==> src/uapm_params.svh <==
`ifndef UAPM_PARAMS_SVH
`define UAPM_PARAMS_SVH

// ****************************************************************
// register map, byte addresses on the avalon bus
// ****************************************************************
`define UAPM_ADDR_W            16
`define UAPM_PINSEL_OFS        16'h1c30
`define UAPM_BOOT_OFS          16'h1c34

// ****************************************************************
// field layout and reset values
// ****************************************************************
`define UAPM_NPINS             6
`define UAPM_SEL_LSB           0
`define UAPM_SEL_MSB           5
`define UAPM_RSVD_LSB          6
`define UAPM_RSVD_MSB          7
`define UAPM_BOOT_LSB          0
`define UAPM_BOOT_MSB          5
`define UAPM_BOOT_VALID_BIT    8
`define UAPM_PINSEL_RST        6'h3f
`define UAPM_BOOT_RST          6'h00

// ****************************************************************
// timing counts, in core_clk cycles
// ****************************************************************
`define UAPM_BOOT_CAPTURE_CYCLES 10
`define UAPM_CAP_CNT_W         4

`endif

==> src/uapm_pkg.sv <==
package uapm_pkg;

    // ****************************************************************
    // types shared by the mux and its pin cells
    // ****************************************************************
    // drive of one shared pin: level and output enable
    typedef struct packed {
        logic out;
        logic oe;
    } uapm_drive_t;

    // avalon request as seen by the slave
    typedef struct packed {
        logic [15:0] address;
        logic        read;
        logic        write;
        logic [31:0] writedata;
        logic [3:0]  byteenable;
    } uapm_avs_req_t;

    // bus answer sequencer
    typedef enum logic [1:0] {
        UAPM_BUS_IDLE   = 2'b01,
        UAPM_BUS_ANSWER = 2'b10
    } uapm_bus_st_t;

    // boot level capture sequencer
    typedef enum logic [1:0] {
        UAPM_CAP_COUNT = 2'b01,
        UAPM_CAP_DONE  = 2'b10
    } uapm_cap_st_t;

endpackage

==> src/uapm_pin_cell.sv <==
`timescale 1ns/1ps

// ****************************************************************
// one shared pin: memory address or general i/o
// ****************************************************************
module uapm_pin_cell (
    input  wire logic                core_clk,
    input  wire logic                rst_n,
    input  wire logic                gpio_sel,
    input  wire logic                ext_mem_address_line,
    input  wire logic                gpio_out,
    input  wire logic                gpio_oe,
    input  wire logic                pin_in,
    output uapm_pkg::uapm_drive_t    drive,
    output logic                     gpio_in
);

    // registered drive; reset leaves the pin an undriven input
    always_ff @(posedge core_clk) begin
        if (!rst_n) begin
            drive.out <= 1'b0;
            drive.oe  <= 1'b0;
        end else if (!gpio_sel) begin
            drive.out <= ext_mem_address_line;  // memory owns the pin
            drive.oe  <= 1'b1;
        end else begin
            drive.out <= gpio_out;              // i/o block owns the pin
            drive.oe  <= gpio_oe;
        end
    end

    // pin level back to the i/o block
    always_ff @(posedge core_clk) begin
        if (!rst_n) begin
            gpio_in <= 1'b0;
        end else begin
            gpio_in <= pin_in;
        end
    end

endmodule

==> src/uapm_top.sv <==
// Design decisions made here: the Avalon-MM interface to the registers and the placing of the registers.
`timescale 1ns/1ps
`include "uapm_params.svh"

// Notes on behaviour
// - bit 5 selects address 20 or io 26
// - bit 4 selects address 19 or io 25
// - bit 3 selects address 18 or io 24
// - bit 2 selects address 17 or io 23
// - bit 1 selects address 16 or io 22
// - bit 0 selects address 15 or io 21
// - reset: io function, pin undriven input
// - pins captured ten cycles after reset release
// - captured levels form boot method field
// - reserved bits 7:6 read-only, writes ignored

module uapm_top #(
    parameter int NPINS               = `UAPM_NPINS,
    parameter int BOOT_CAPTURE_CYCLES = `UAPM_BOOT_CAPTURE_CYCLES
) (
    input  wire logic                            core_clk,
    input  wire logic                            rst_n,
    input  wire logic [`UAPM_ADDR_W-1:0]         address,
    input  wire logic                            read,
    input  wire logic                            write,
    input  wire logic [31:0]                     writedata,
    input  wire logic [3:0]                      byteenable,
    output logic      [31:0]                     readdata,
    output logic                                 waitrequest,
    input  wire logic [NPINS-1:0]                ext_mem_address_line,
    input  wire logic [NPINS-1:0]                general_io_line_out,
    input  wire logic [NPINS-1:0]                general_io_line_oe,
    output logic      [NPINS-1:0]                general_io_line_in,
    input  wire logic [NPINS-1:0]                pin_in,
    output uapm_pkg::uapm_drive_t [NPINS-1:0]    pin_drive,
    output logic      [NPINS-1:0]                addr_line_select,
    output logic      [NPINS-1:0]                boot_method_field
);

    // ****************************************************************
    // state
    // ****************************************************************
    uapm_pkg::uapm_avs_req_t              req;
    uapm_pkg::uapm_bus_st_t               bus_st_q;
    uapm_pkg::uapm_cap_st_t               cap_st_q;
    logic [NPINS-1:0]                     sel_q;
    logic [NPINS-1:0]                     boot_q;
    logic                                 boot_valid_q;
    logic [`UAPM_CAP_CNT_W-1:0]           cap_cnt_q;
    logic                                 cap_fire;
    logic                                 hit_pinsel;
    logic                                 hit_boot;
    logic [31:0]                          rd_d;

    // bundle the bus inputs
    assign req.address    = address;
    assign req.read       = read;
    assign req.write      = write;
    assign req.writedata  = writedata;
    assign req.byteenable = byteenable;

    // ****************************************************************
    // avalon slave: one wait cycle, then answer
    // ****************************************************************
    // address decode
    always_comb begin
        hit_pinsel = 1'b0;
        hit_boot   = 1'b0;
        if (req.address == `UAPM_PINSEL_OFS) begin
            hit_pinsel = 1'b1;
        end else if (req.address == `UAPM_BOOT_OFS) begin
            hit_boot = 1'b1;
        end
    end

    // read mux; unmapped and reserved bits read zero
    always_comb begin
        rd_d = 32'h0000_0000;
        if (hit_pinsel) begin
            rd_d[`UAPM_SEL_MSB:`UAPM_SEL_LSB] = sel_q;   // 7:6 stay 0
        end else if (hit_boot) begin
            rd_d[`UAPM_BOOT_MSB:`UAPM_BOOT_LSB] = boot_q;
            rd_d[`UAPM_BOOT_VALID_BIT]          = boot_valid_q;
        end
    end

    // answer sequencer; waitrequest high except in the answer cycle
    always_ff @(posedge core_clk) begin
        if (!rst_n) begin
            bus_st_q    <= uapm_pkg::UAPM_BUS_IDLE;
            waitrequest <= 1'b1;
            readdata    <= 32'h0000_0000;
        end else begin
            case (bus_st_q)
                uapm_pkg::UAPM_BUS_IDLE: begin
                    if (req.read || req.write) begin
                        bus_st_q    <= uapm_pkg::UAPM_BUS_ANSWER;
                        waitrequest <= 1'b0;
                        readdata    <= req.read ? rd_d : 32'h0000_0000;
                    end
                end
                uapm_pkg::UAPM_BUS_ANSWER: begin
                    bus_st_q    <= uapm_pkg::UAPM_BUS_IDLE;
                    waitrequest <= 1'b1;
                end
                default: begin
                    bus_st_q    <= uapm_pkg::UAPM_BUS_IDLE;
                    waitrequest <= 1'b1;
                end
            endcase
        end
    end

    // ****************************************************************
    // pin select register
    // ****************************************************************
    // write lands at the edge where waitrequest is seen low
    always_ff @(posedge core_clk) begin
        if (!rst_n) begin
            sel_q <= `UAPM_PINSEL_RST;                  // all io
        end else if (bus_st_q == uapm_pkg::UAPM_BUS_ANSWER && req.write
                     && hit_pinsel && req.byteenable[0]) begin
            sel_q <= req.writedata[`UAPM_SEL_MSB:`UAPM_SEL_LSB];
        end
    end

    // select levels also go out for the pad ring
    always_ff @(posedge core_clk) begin
        if (!rst_n) begin
            addr_line_select <= `UAPM_PINSEL_RST;
        end else begin
            addr_line_select <= sel_q;
        end
    end

    // ****************************************************************
    // boot level capture after reset release
    // ****************************************************************
    assign cap_fire = (cap_st_q == uapm_pkg::UAPM_CAP_COUNT) &&
        (cap_cnt_q == `UAPM_CAP_CNT_W'(BOOT_CAPTURE_CYCLES - 1));

    // count cycles from release, capture once
    always_ff @(posedge core_clk) begin
        if (!rst_n) begin
            cap_st_q  <= uapm_pkg::UAPM_CAP_COUNT;
            cap_cnt_q <= '0;
        end else begin
            case (cap_st_q)
                uapm_pkg::UAPM_CAP_COUNT: begin
                    if (cap_fire) begin
                        cap_st_q <= uapm_pkg::UAPM_CAP_DONE;
                    end else begin
                        cap_cnt_q <= cap_cnt_q + `UAPM_CAP_CNT_W'(1);
                    end
                end
                uapm_pkg::UAPM_CAP_DONE: begin
                    cap_st_q <= uapm_pkg::UAPM_CAP_DONE;
                end
                default: begin
                    cap_st_q <= uapm_pkg::UAPM_CAP_COUNT;
                end
            endcase
        end
    end

    // boot method field, bits 5:0 from pins 20:15
    always_ff @(posedge core_clk) begin
        if (!rst_n) begin
            boot_q       <= `UAPM_BOOT_RST;
            boot_valid_q <= 1'b0;
        end else if (cap_fire) begin
            boot_q       <= pin_in;
            boot_valid_q <= 1'b1;
        end
    end

    // registered copy for the boot loader
    always_ff @(posedge core_clk) begin
        if (!rst_n) begin
            boot_method_field <= `UAPM_BOOT_RST;
        end else begin
            boot_method_field <= boot_q;
        end
    end

    // ****************************************************************
    // per pin routing
    // ****************************************************************
    // bit n: 0 = address line 15+n, 1 = io line 21+n
    for (genvar i = 0; i < NPINS; i++) begin : g_pin
        uapm_pin_cell u_cell (
            .core_clk             (core_clk),
            .rst_n                (rst_n),
            .gpio_sel             (sel_q[i]),
            .ext_mem_address_line (ext_mem_address_line[i]),
            .gpio_out             (general_io_line_out[i]),
            .gpio_oe              (general_io_line_oe[i]),
            .pin_in               (pin_in[i]),
            .drive                (pin_drive[i]),
            .gpio_in              (general_io_line_in[i])
        );
    end
endmodule

==> config.mk <==
export PLATFORM = sky130hd
export DESIGN_NAME = uapm_top
export DESIGN_NICKNAME = d
export VERILOG_FILES = /design/src/uapm_pkg.sv /design/src/uapm_pin_cell.sv /design/src/uapm_top.sv
export VERILOG_INCLUDE_DIRS = /design/src
export SDC_FILE = /design/constraint.sdc
export NUM_CORES = 1
export LEC_CHECK = 0
export ABC_AREA = 0
export BUFFER_PORTS_ARGS = -buffer_cell sky130_fd_sc_hd__buf_2
export CAP_MARGIN = 20
export CORE_UTILIZATION = 44
export CTS_CLUSTER_DIAMETER = 80
export DETAILED_ROUTE_END_ITERATION = 7
export PLACE_DENSITY_LB_ADDON = 0.3
export SLEW_MARGIN = 0
export SYNTH_ARGS = -nofsm -noshare
export SYNTH_HDL_FRONTEND = slang
export SYNTH_HIERARCHICAL = 1
export SYNTH_SLANG_ARGS = --single-unit
==> constraint.sdc <==
create_clock -name core_clk -period 3.2 [get_ports core_clk]
set_input_delay 0 -clock core_clk [delete_from_list [all_inputs] [get_ports core_clk]]
set_output_delay 0 -clock core_clk [all_outputs]
set_load 0.1 [all_outputs]
==> results.py, run 1 <==
metrics = {
    "worst_setup_path": {
        "startpoint": "cap_cnt_q[0]",
        "crit_buf_inv": 0,
        "crit_arrival_ns": 1.69,
        "required_ns": 3.41,
        "worstSetupPathType": "reg -> reg",
        "end_kind": "flop",
        "slowest_stage": "dfxtp_1",
        "cp_max_fo": 7,
        "start_kind": "flop",
        "critPathMaxStageDelay_ns": 0.41,
        "critPathTopFamily": "simple AND/OR/NAND/NOR gates",
        "path_cells": "ha_1, nand4b_1, mux2i_1, nor2b_1",
        "timing.rr.start": "cap_cnt_q[0]",
    },
    "synthesis": {
        "ys_warn_count": 6,
        "synth-edff-count": 0,
        "ys_types": 31,
        "syn_inst": 209,
        "synthArstFlopShare_pct": 0,
        "synth_area_leader_cell": "dfxtp_1",
        "synthTopCellsByArea": "dfxtp_1 (51%), buf_4 (8.2%), mux2i_1 (5.2%)",
        "ys_seq_area_share_pct": 50.6,
        "syn_area_per_cell_um2": 11.0,
        "synthFlopType": "dfxtp_1",
        "netlist_area_um2": 2290,
        "ys_ff_latch": 58,
        "synth_top_area_share_pct": 50.6,
    },
    "detailed_routing": {
        "drt-vias-per-instance": 4.48,
        "antenna_left": 0,
        "drt_wl_total_mm": 4.86,
        "wl_per_cell_um": 11.9,
        "dr.pass1.iters": 4,
        "drt_iter0_drc": 56,
        "vias": 1823,
        "drcViolationCount": 0,
    },
    "pwr": {
        "total_power_uw": 1790,
        "ir_drop_v": 0.000311,
        "p_per_area_nw_per_um2": 561,
        "leakagePower_uw": 0.00157,
    },
    "final_layout": {
        "layout.nets": 420,
        "diodes": 0,
        "area_growth_syn_to_layout_pct": 38.9,
        "finish.utilization_pct": 65.3,
        "drive_gt1_share_pct": 32.6,
    },
    "sta": {
        "post-route-min-period_ns": 1.48,
        "tightest_slew_ns": 0.498,
        "max_freq_mhz": 677,
        "fin_skew_ns": 0.00559,
        "rsz0062_at_grt": "no",
        "setup_ws_ns": 1.72,
        "hold_viol": 0,
        "max_slew_margin_pct": 66.6,
        "setup_viol": 0,
        "whs_ns": 0.117,
        "slew_violations": 0,
        "setup_tns_ns": 0,
        "finalCritPeriodShare_pct": 46.2,
    },
    "floorplan": {
        "die-height_um": 74.2,
        "initial_core_util_pct": 47.0,
        "fp.dieW_um": 74.2,
        "row_count": 25,
        "ios": 143,
        "dieArea_um2": 5510,
        "core-area_um2": 4880,
    },
    "clocking": {
        "clock_latency_ns": 0.32,
        "cts_inserted_buffers": 9,
        "path_clk_slew_ns": 0.06,
        "post_cts_resized": 0,
        "cts_buffer_depth": 2,
        "tritoncts": "yes",
        "clock_sinks": 58,
        "clockRootBuffer": "clkbuf_8",
        "htreeDepth": 3,
    },
    "place": {
        "io_buffer_count": 88,
        "place_ws_ns": 1.62,
        "gp_congestion": 0.696,
        "dp_hpwl_mm": 3.05,
    },
    "grt": {
        "antenna_found_initial": 0,
        "grt_first_pass_wirelength_mm": 7.52,
        "grt_remaining_overflow": 0,
        "grt_max_degree": 50,
        "track_usage_pct": 18.8,
        "grt_pass1_vias": 1690,
    },
    "hold_path": {
        "hold_class": "in -> reg",
        "worstHoldStart": "rst_n",
    },
    "run_status": {
        "status": "finished clean",
    },
    "job": {
        "drv_cap": 0,
    },
}
worst paths after layout:
| kind | end | slack, ns | depth (start not counted) |
|---|---|---|---|
| setup / recovery | boot_q[5] | 1.72 | 4 |
| hold / removal | bus_st_q[1] | 0.12 | 3 |
| setup reg to reg | boot_q[5] | 1.72 | 4 |
| hold reg to reg | cap_st_q[0] | 0.45 | 2 |
worst min-delay path: cells and delay by family:
kind	cells	cell delay, ns
AND/OR/NAND/NOR	2	0.28
buffers and inverters	1	0.11
where the power goes:
group / switching, µW / internal [µW]
clock network: 253 / 295
registers: 26.1 / 765
logic: 321 / 128
total: 600 / 1190
cell usage in the layout (no fill, tap or decap), types with 5 or more instances in the layout:
| master | netlist | routed |
|---|---|---|
| mux2i_1 | 12 | 12 |
| and2_1 | 16 | 16 |
| clkbuf_8 | 0 | 10 |
| dlygate4sd3_1 | 0 | 32 |
| buf_2 | 0 | 88 |
| a21boi_0 | 9 | 9 |
| dfxtp_1 | 58 | 58 |
| mux2_2 | 6 | 6 |
| nand2_1 | 5 | 5 |
| nor2b_1 | 13 | 13 |
| nand2b_1 | 12 | 12 |
| inv_1 | 11 | 11 |
| conb_1 | 1 | 25 |
| a22o_1 | 12 | 12 |
layer usage:
metal	up-vias	global-route usage [%]	routed length [µm]
met5	-	0	0
met4	0	10.5	66
met1	825	20.4	1970
met2	80	32.9	2520
li1	914	-	-
met3	4	5.56	298
state kept, by name, indices dropped and copies added (netlist names):
signal	count
readdata	7
cap_cnt_q	4
bus_st_q	2
g_pin.u_cell/gpio_in	6
boot_method_field	6
boot_q	6
cap_st_q	2
addr_line_select	6
boot_valid_q	1
g_pin.u_cell/drive	12
sel_q	6
final cells by class:
| class | count | area [µm²] |
|---|---|---|
| Fill cell | 425 | 1690 |
| Inverter | 11 | 41.3 |
| Multi-Input combinational cell | 135 | 972 |
| Sequential cell | 58 | 1160 |
| Timing Repair Buffer | 122 | 776 |
| Clock buffer | 14 | 153 |
| Tap cell | 67 | 83.8 |
cells by family (layout without fill, tap and decap cells):
group	Yosys count	after routing	share of synthesized area [%]
adder cells (fa/ha/maj)	3	3	1.64
multiplexers	18	18	8.18
XOR/XNOR	3	3	1.15
other	1	25	0.163
flip-flops	58	58	50.6
AND/OR/NAND/NOR	62	62	18.5
AO/OA/AOI/OAI	24	24	8.83
buffers and inverters	40	147	11.0
Yosys cell counts (2+ instances only):
cell type and count:
a21boi_0 9, ha_1 3, inv_1 11, and2_1 16, and4_1 2, xnor2_1 3
clkbuf_1 3, mux2_2 6, dfxtp_1 58, nand4_1 2, mux2i_1 12, nand2_1 5
nor2b_1 13, buf_4 25, nor4b_1 3, nand2b_1 12, a22o_1 12
timing repair:
action	in CTS	in global routing
hold buffers	32	0
buffers inserted	0	0
endpoints found under the hold margin	31	0
stage by stage:
step	cells	cell area [µm²]
3_3_place_gp	361	2710
4_1_cts	407	3190
2_1_floorplan	233	2380
3_5_place_dp	361	2710
6_report	407	3190
5_1_grt	407	3190
No activity file was read; power rests on OpenSTA's default activity.
==> inputs of run 2 (changes only) <==
--- a/config.mk
+++ b/config.mk
@@ -9,7 +9,7 @@
 export ABC_AREA = 0
 export BUFFER_PORTS_ARGS = -buffer_cell sky130_fd_sc_hd__buf_2
 export CAP_MARGIN = 20
-export CORE_UTILIZATION = 44
+export CORE_UTILIZATION = 38
 export CTS_CLUSTER_DIAMETER = 80
 export DETAILED_ROUTE_END_ITERATION = 7
 export PLACE_DENSITY_LB_ADDON = 0.3
==> constraint.sdc (replaced) <==
create_clock -name core_clk -period 1.3 [get_ports core_clk]
set_input_delay 0 -clock core_clk [delete_from_list [all_inputs] [get_ports core_clk]]
set_output_delay 0 -clock core_clk [all_outputs]
set_load 0.1 [all_outputs]
==> results.py, run 2 (synthesized netlist as in run 1, its figures left out) <==
metrics = {
    "place": {
        "io_buffer_count": 88,
        "gp_congestion": 0.687,
        "placed_cells": 374,
        "dp_hpwl_mm": 3.45,
        "place_ws_ns": -0.152,
        "placed_area_um2": 2780,
    },
    "final_layout": {
        "diodes": 0,
        "drive_gt1_share_pct": 36.4,
        "largest_reg_flops": 12,
        "layout.nets": 428,
        "top_register": "g_pin.u_cell/drive",
        "top_regs": "g_pin.u_cell/drive: 12 flops, readdata: 7 flops",
        "n_fill_cell": 529,
        "layout_commonest_cell": "buf_2",
        "final_cell_mix": "buf_2 (88), dfxtp_1 (57), dlygate4sd3_1 (32)",
        "fin_area_um2": 3280,
        "area_growth_syn_to_layout_pct": 43.1,
        "layout.cells.non_filler": 421,
    },
    "pwr": {
        "power_frac_seq_pct": 42.1,
        "clkPwrFrac_pct": 31.3,
        "leakagePower_uw": 0.00163,
        "p_switching_uw": 1540,
        "p_per_area_nw_per_um2": 1390,
        "p_int_uw": 3030,
        "total_power_uw": 4570,
        "ir_drop_v": 0.000850,
        "pwr-share-comb_pct": 26.6,
        "p_sw_share_pct": 33.7,
    },
    "worst_setup_path": {
        "required_ns": 1.51,
        "crit_arrival_ns": 1.45,
        "startpoint": "bus_st_q[0]",
        "cp_max_fo": 6,
        "worstSetupPathType": "reg -> reg",
        "ff2ff_path_depth": 5,
        "r2r_setup_slack_ns": 0.06,
        "end_kind": "flop",
        "timing.rr.start": "bus_st_q[0]",
        "start_kind": "flop",
        "r2r-end": "sel_q[1]",
    },
    "sta": {
        "max_freq_mhz": 808,
        "rsz0062_at_grt": "no",
        "fin_skew_ns": 0.00718,
        "hold_viol": 0,
        "slew_violations": 0,
        "finalCritPeriodShare_pct": 95.2,
        "whs_ns": 0.0896,
        "setup_ws_ns": 0.0626,
        "post-route-min-period_ns": 1.24,
        "setup_viol": 0,
    },
    "hold_path": {
        "holdPathStages": 3,
        "whs_endpoint": "addr_line_select[2]",
        "worstHoldStart": "rst_n",
        "hold_class": "in -> reg",
    },
    "run_status": {
        "status": "finished clean",
    },
    "floorplan": {
        "fp.dieW_um": 79.7,
        "initial_core_util_pct": 40.4,
        "dieArea_um2": 6350,
        "core-area_um2": 5680,
        "row_count": 27,
        "ios": 143,
        "die-height_um": 79.7,
    },
    "grt": {
        "grt_max_degree": 31,
        "grt_first_pass_wirelength_mm": 7.85,
        "grt_remaining_overflow": 0,
        "grt_pass1_vias": 1772,
        "track_usage_pct": 16.9,
        "antenna_found_initial": 0,
    },
    "detailed_routing": {
        "drt_wl_total_mm": 4.92,
        "antenna_left": 0,
        "dr.pass1.iters": 4,
        "vias": 1851,
        "drcViolationCount": 0,
        "drt-vias-per-instance": 4.40,
        "wl_per_cell_um": 11.7,
        "drt_iter0_drc": 39,
    },
    "clocking": {
        "clockRootBuffer": "clkbuf_8",
        "cts_buffer_depth": 2,
        "clock_sinks": 58,
        "htreeDepth": 3,
        "path_clk_slew_ns": 0.06,
        "post-cts-setup-buffers": 0,
        "cts_inserted_buffers": 9,
        "clock_latency_ns": 0.33,
        "tritoncts": "yes",
    },
    "job": {
        "drv_cap": 0,
    },
}
run 2: layout make-up:
cell class	count	area, µm²	area share (%)
clock buffers	12	155	4.72
clock inverters	3	15.0	0.457
inverters	11	41.3	1.26
multi-input cells	135	978	29.8
flip-flops and latches	58	1160	35.5
well taps	72	90.1	2.74
repair buffers	130	840	25.6
run 2: timing repair:
action                     CTS  global route
setup endpoints to repair    1             5
resized for setup            1             4
hold endpoints to repair    31             0
hold buffers                32             0
run 2: through the flow:
stage / setup TNS, ns / util, %
floorplan: -0.703 / -
global placement: -0.695 / 49.1
detailed placement: -1.35 / 49.1
CTS: 0 / 57.7
global route: 0 / 57.9
finish: 0 / 57.9
run 2: per-layer routing:
| layer | vias to the layer above | track usage (%) | routed length [µm] |
|---|---|---|---|
| met3 | 9 | 5.71 | 353 |
| met5 | - | 0 | 0 |
| li1 | 936 | - | - |
| met4 | 0 | 10.9 | 106 |
| met1 | 828 | 17.6 | 2060 |
| met2 | 78 | 28.9 | 2400 |
run 2: how the worst max path moves through the flow:
stage | to | slack, ns
5_1_grt | sel_q[3] | 0.006
4_1_cts | boot_q[5] | 0.04
3_3_place_gp | readdata[3] | -0.09
6_report | sel_q[1] | 0.06
3_5_place_dp | readdata[4] | -0.15
2_1_floorplan | sel_q[0] | -0.12
run 2: critical path, cell delays in order (launching register included):
cell and delay, ns:
dfxtp_4 0.35, inv_2 0.04, and4_1 0.16, nand4_1 0.08, buf_4 0.16, mux2_2 0.34
run 2: power by group through the flow:
stage,clock network (µW),logic [µW],registers (µW)
floorplan,0,675,2210
global placement,0,1090,1960
detailed placement,0,1110,1960
CTS,1480,1190,1920
global route,1570,1320,1940
finish,1430,1220,1930
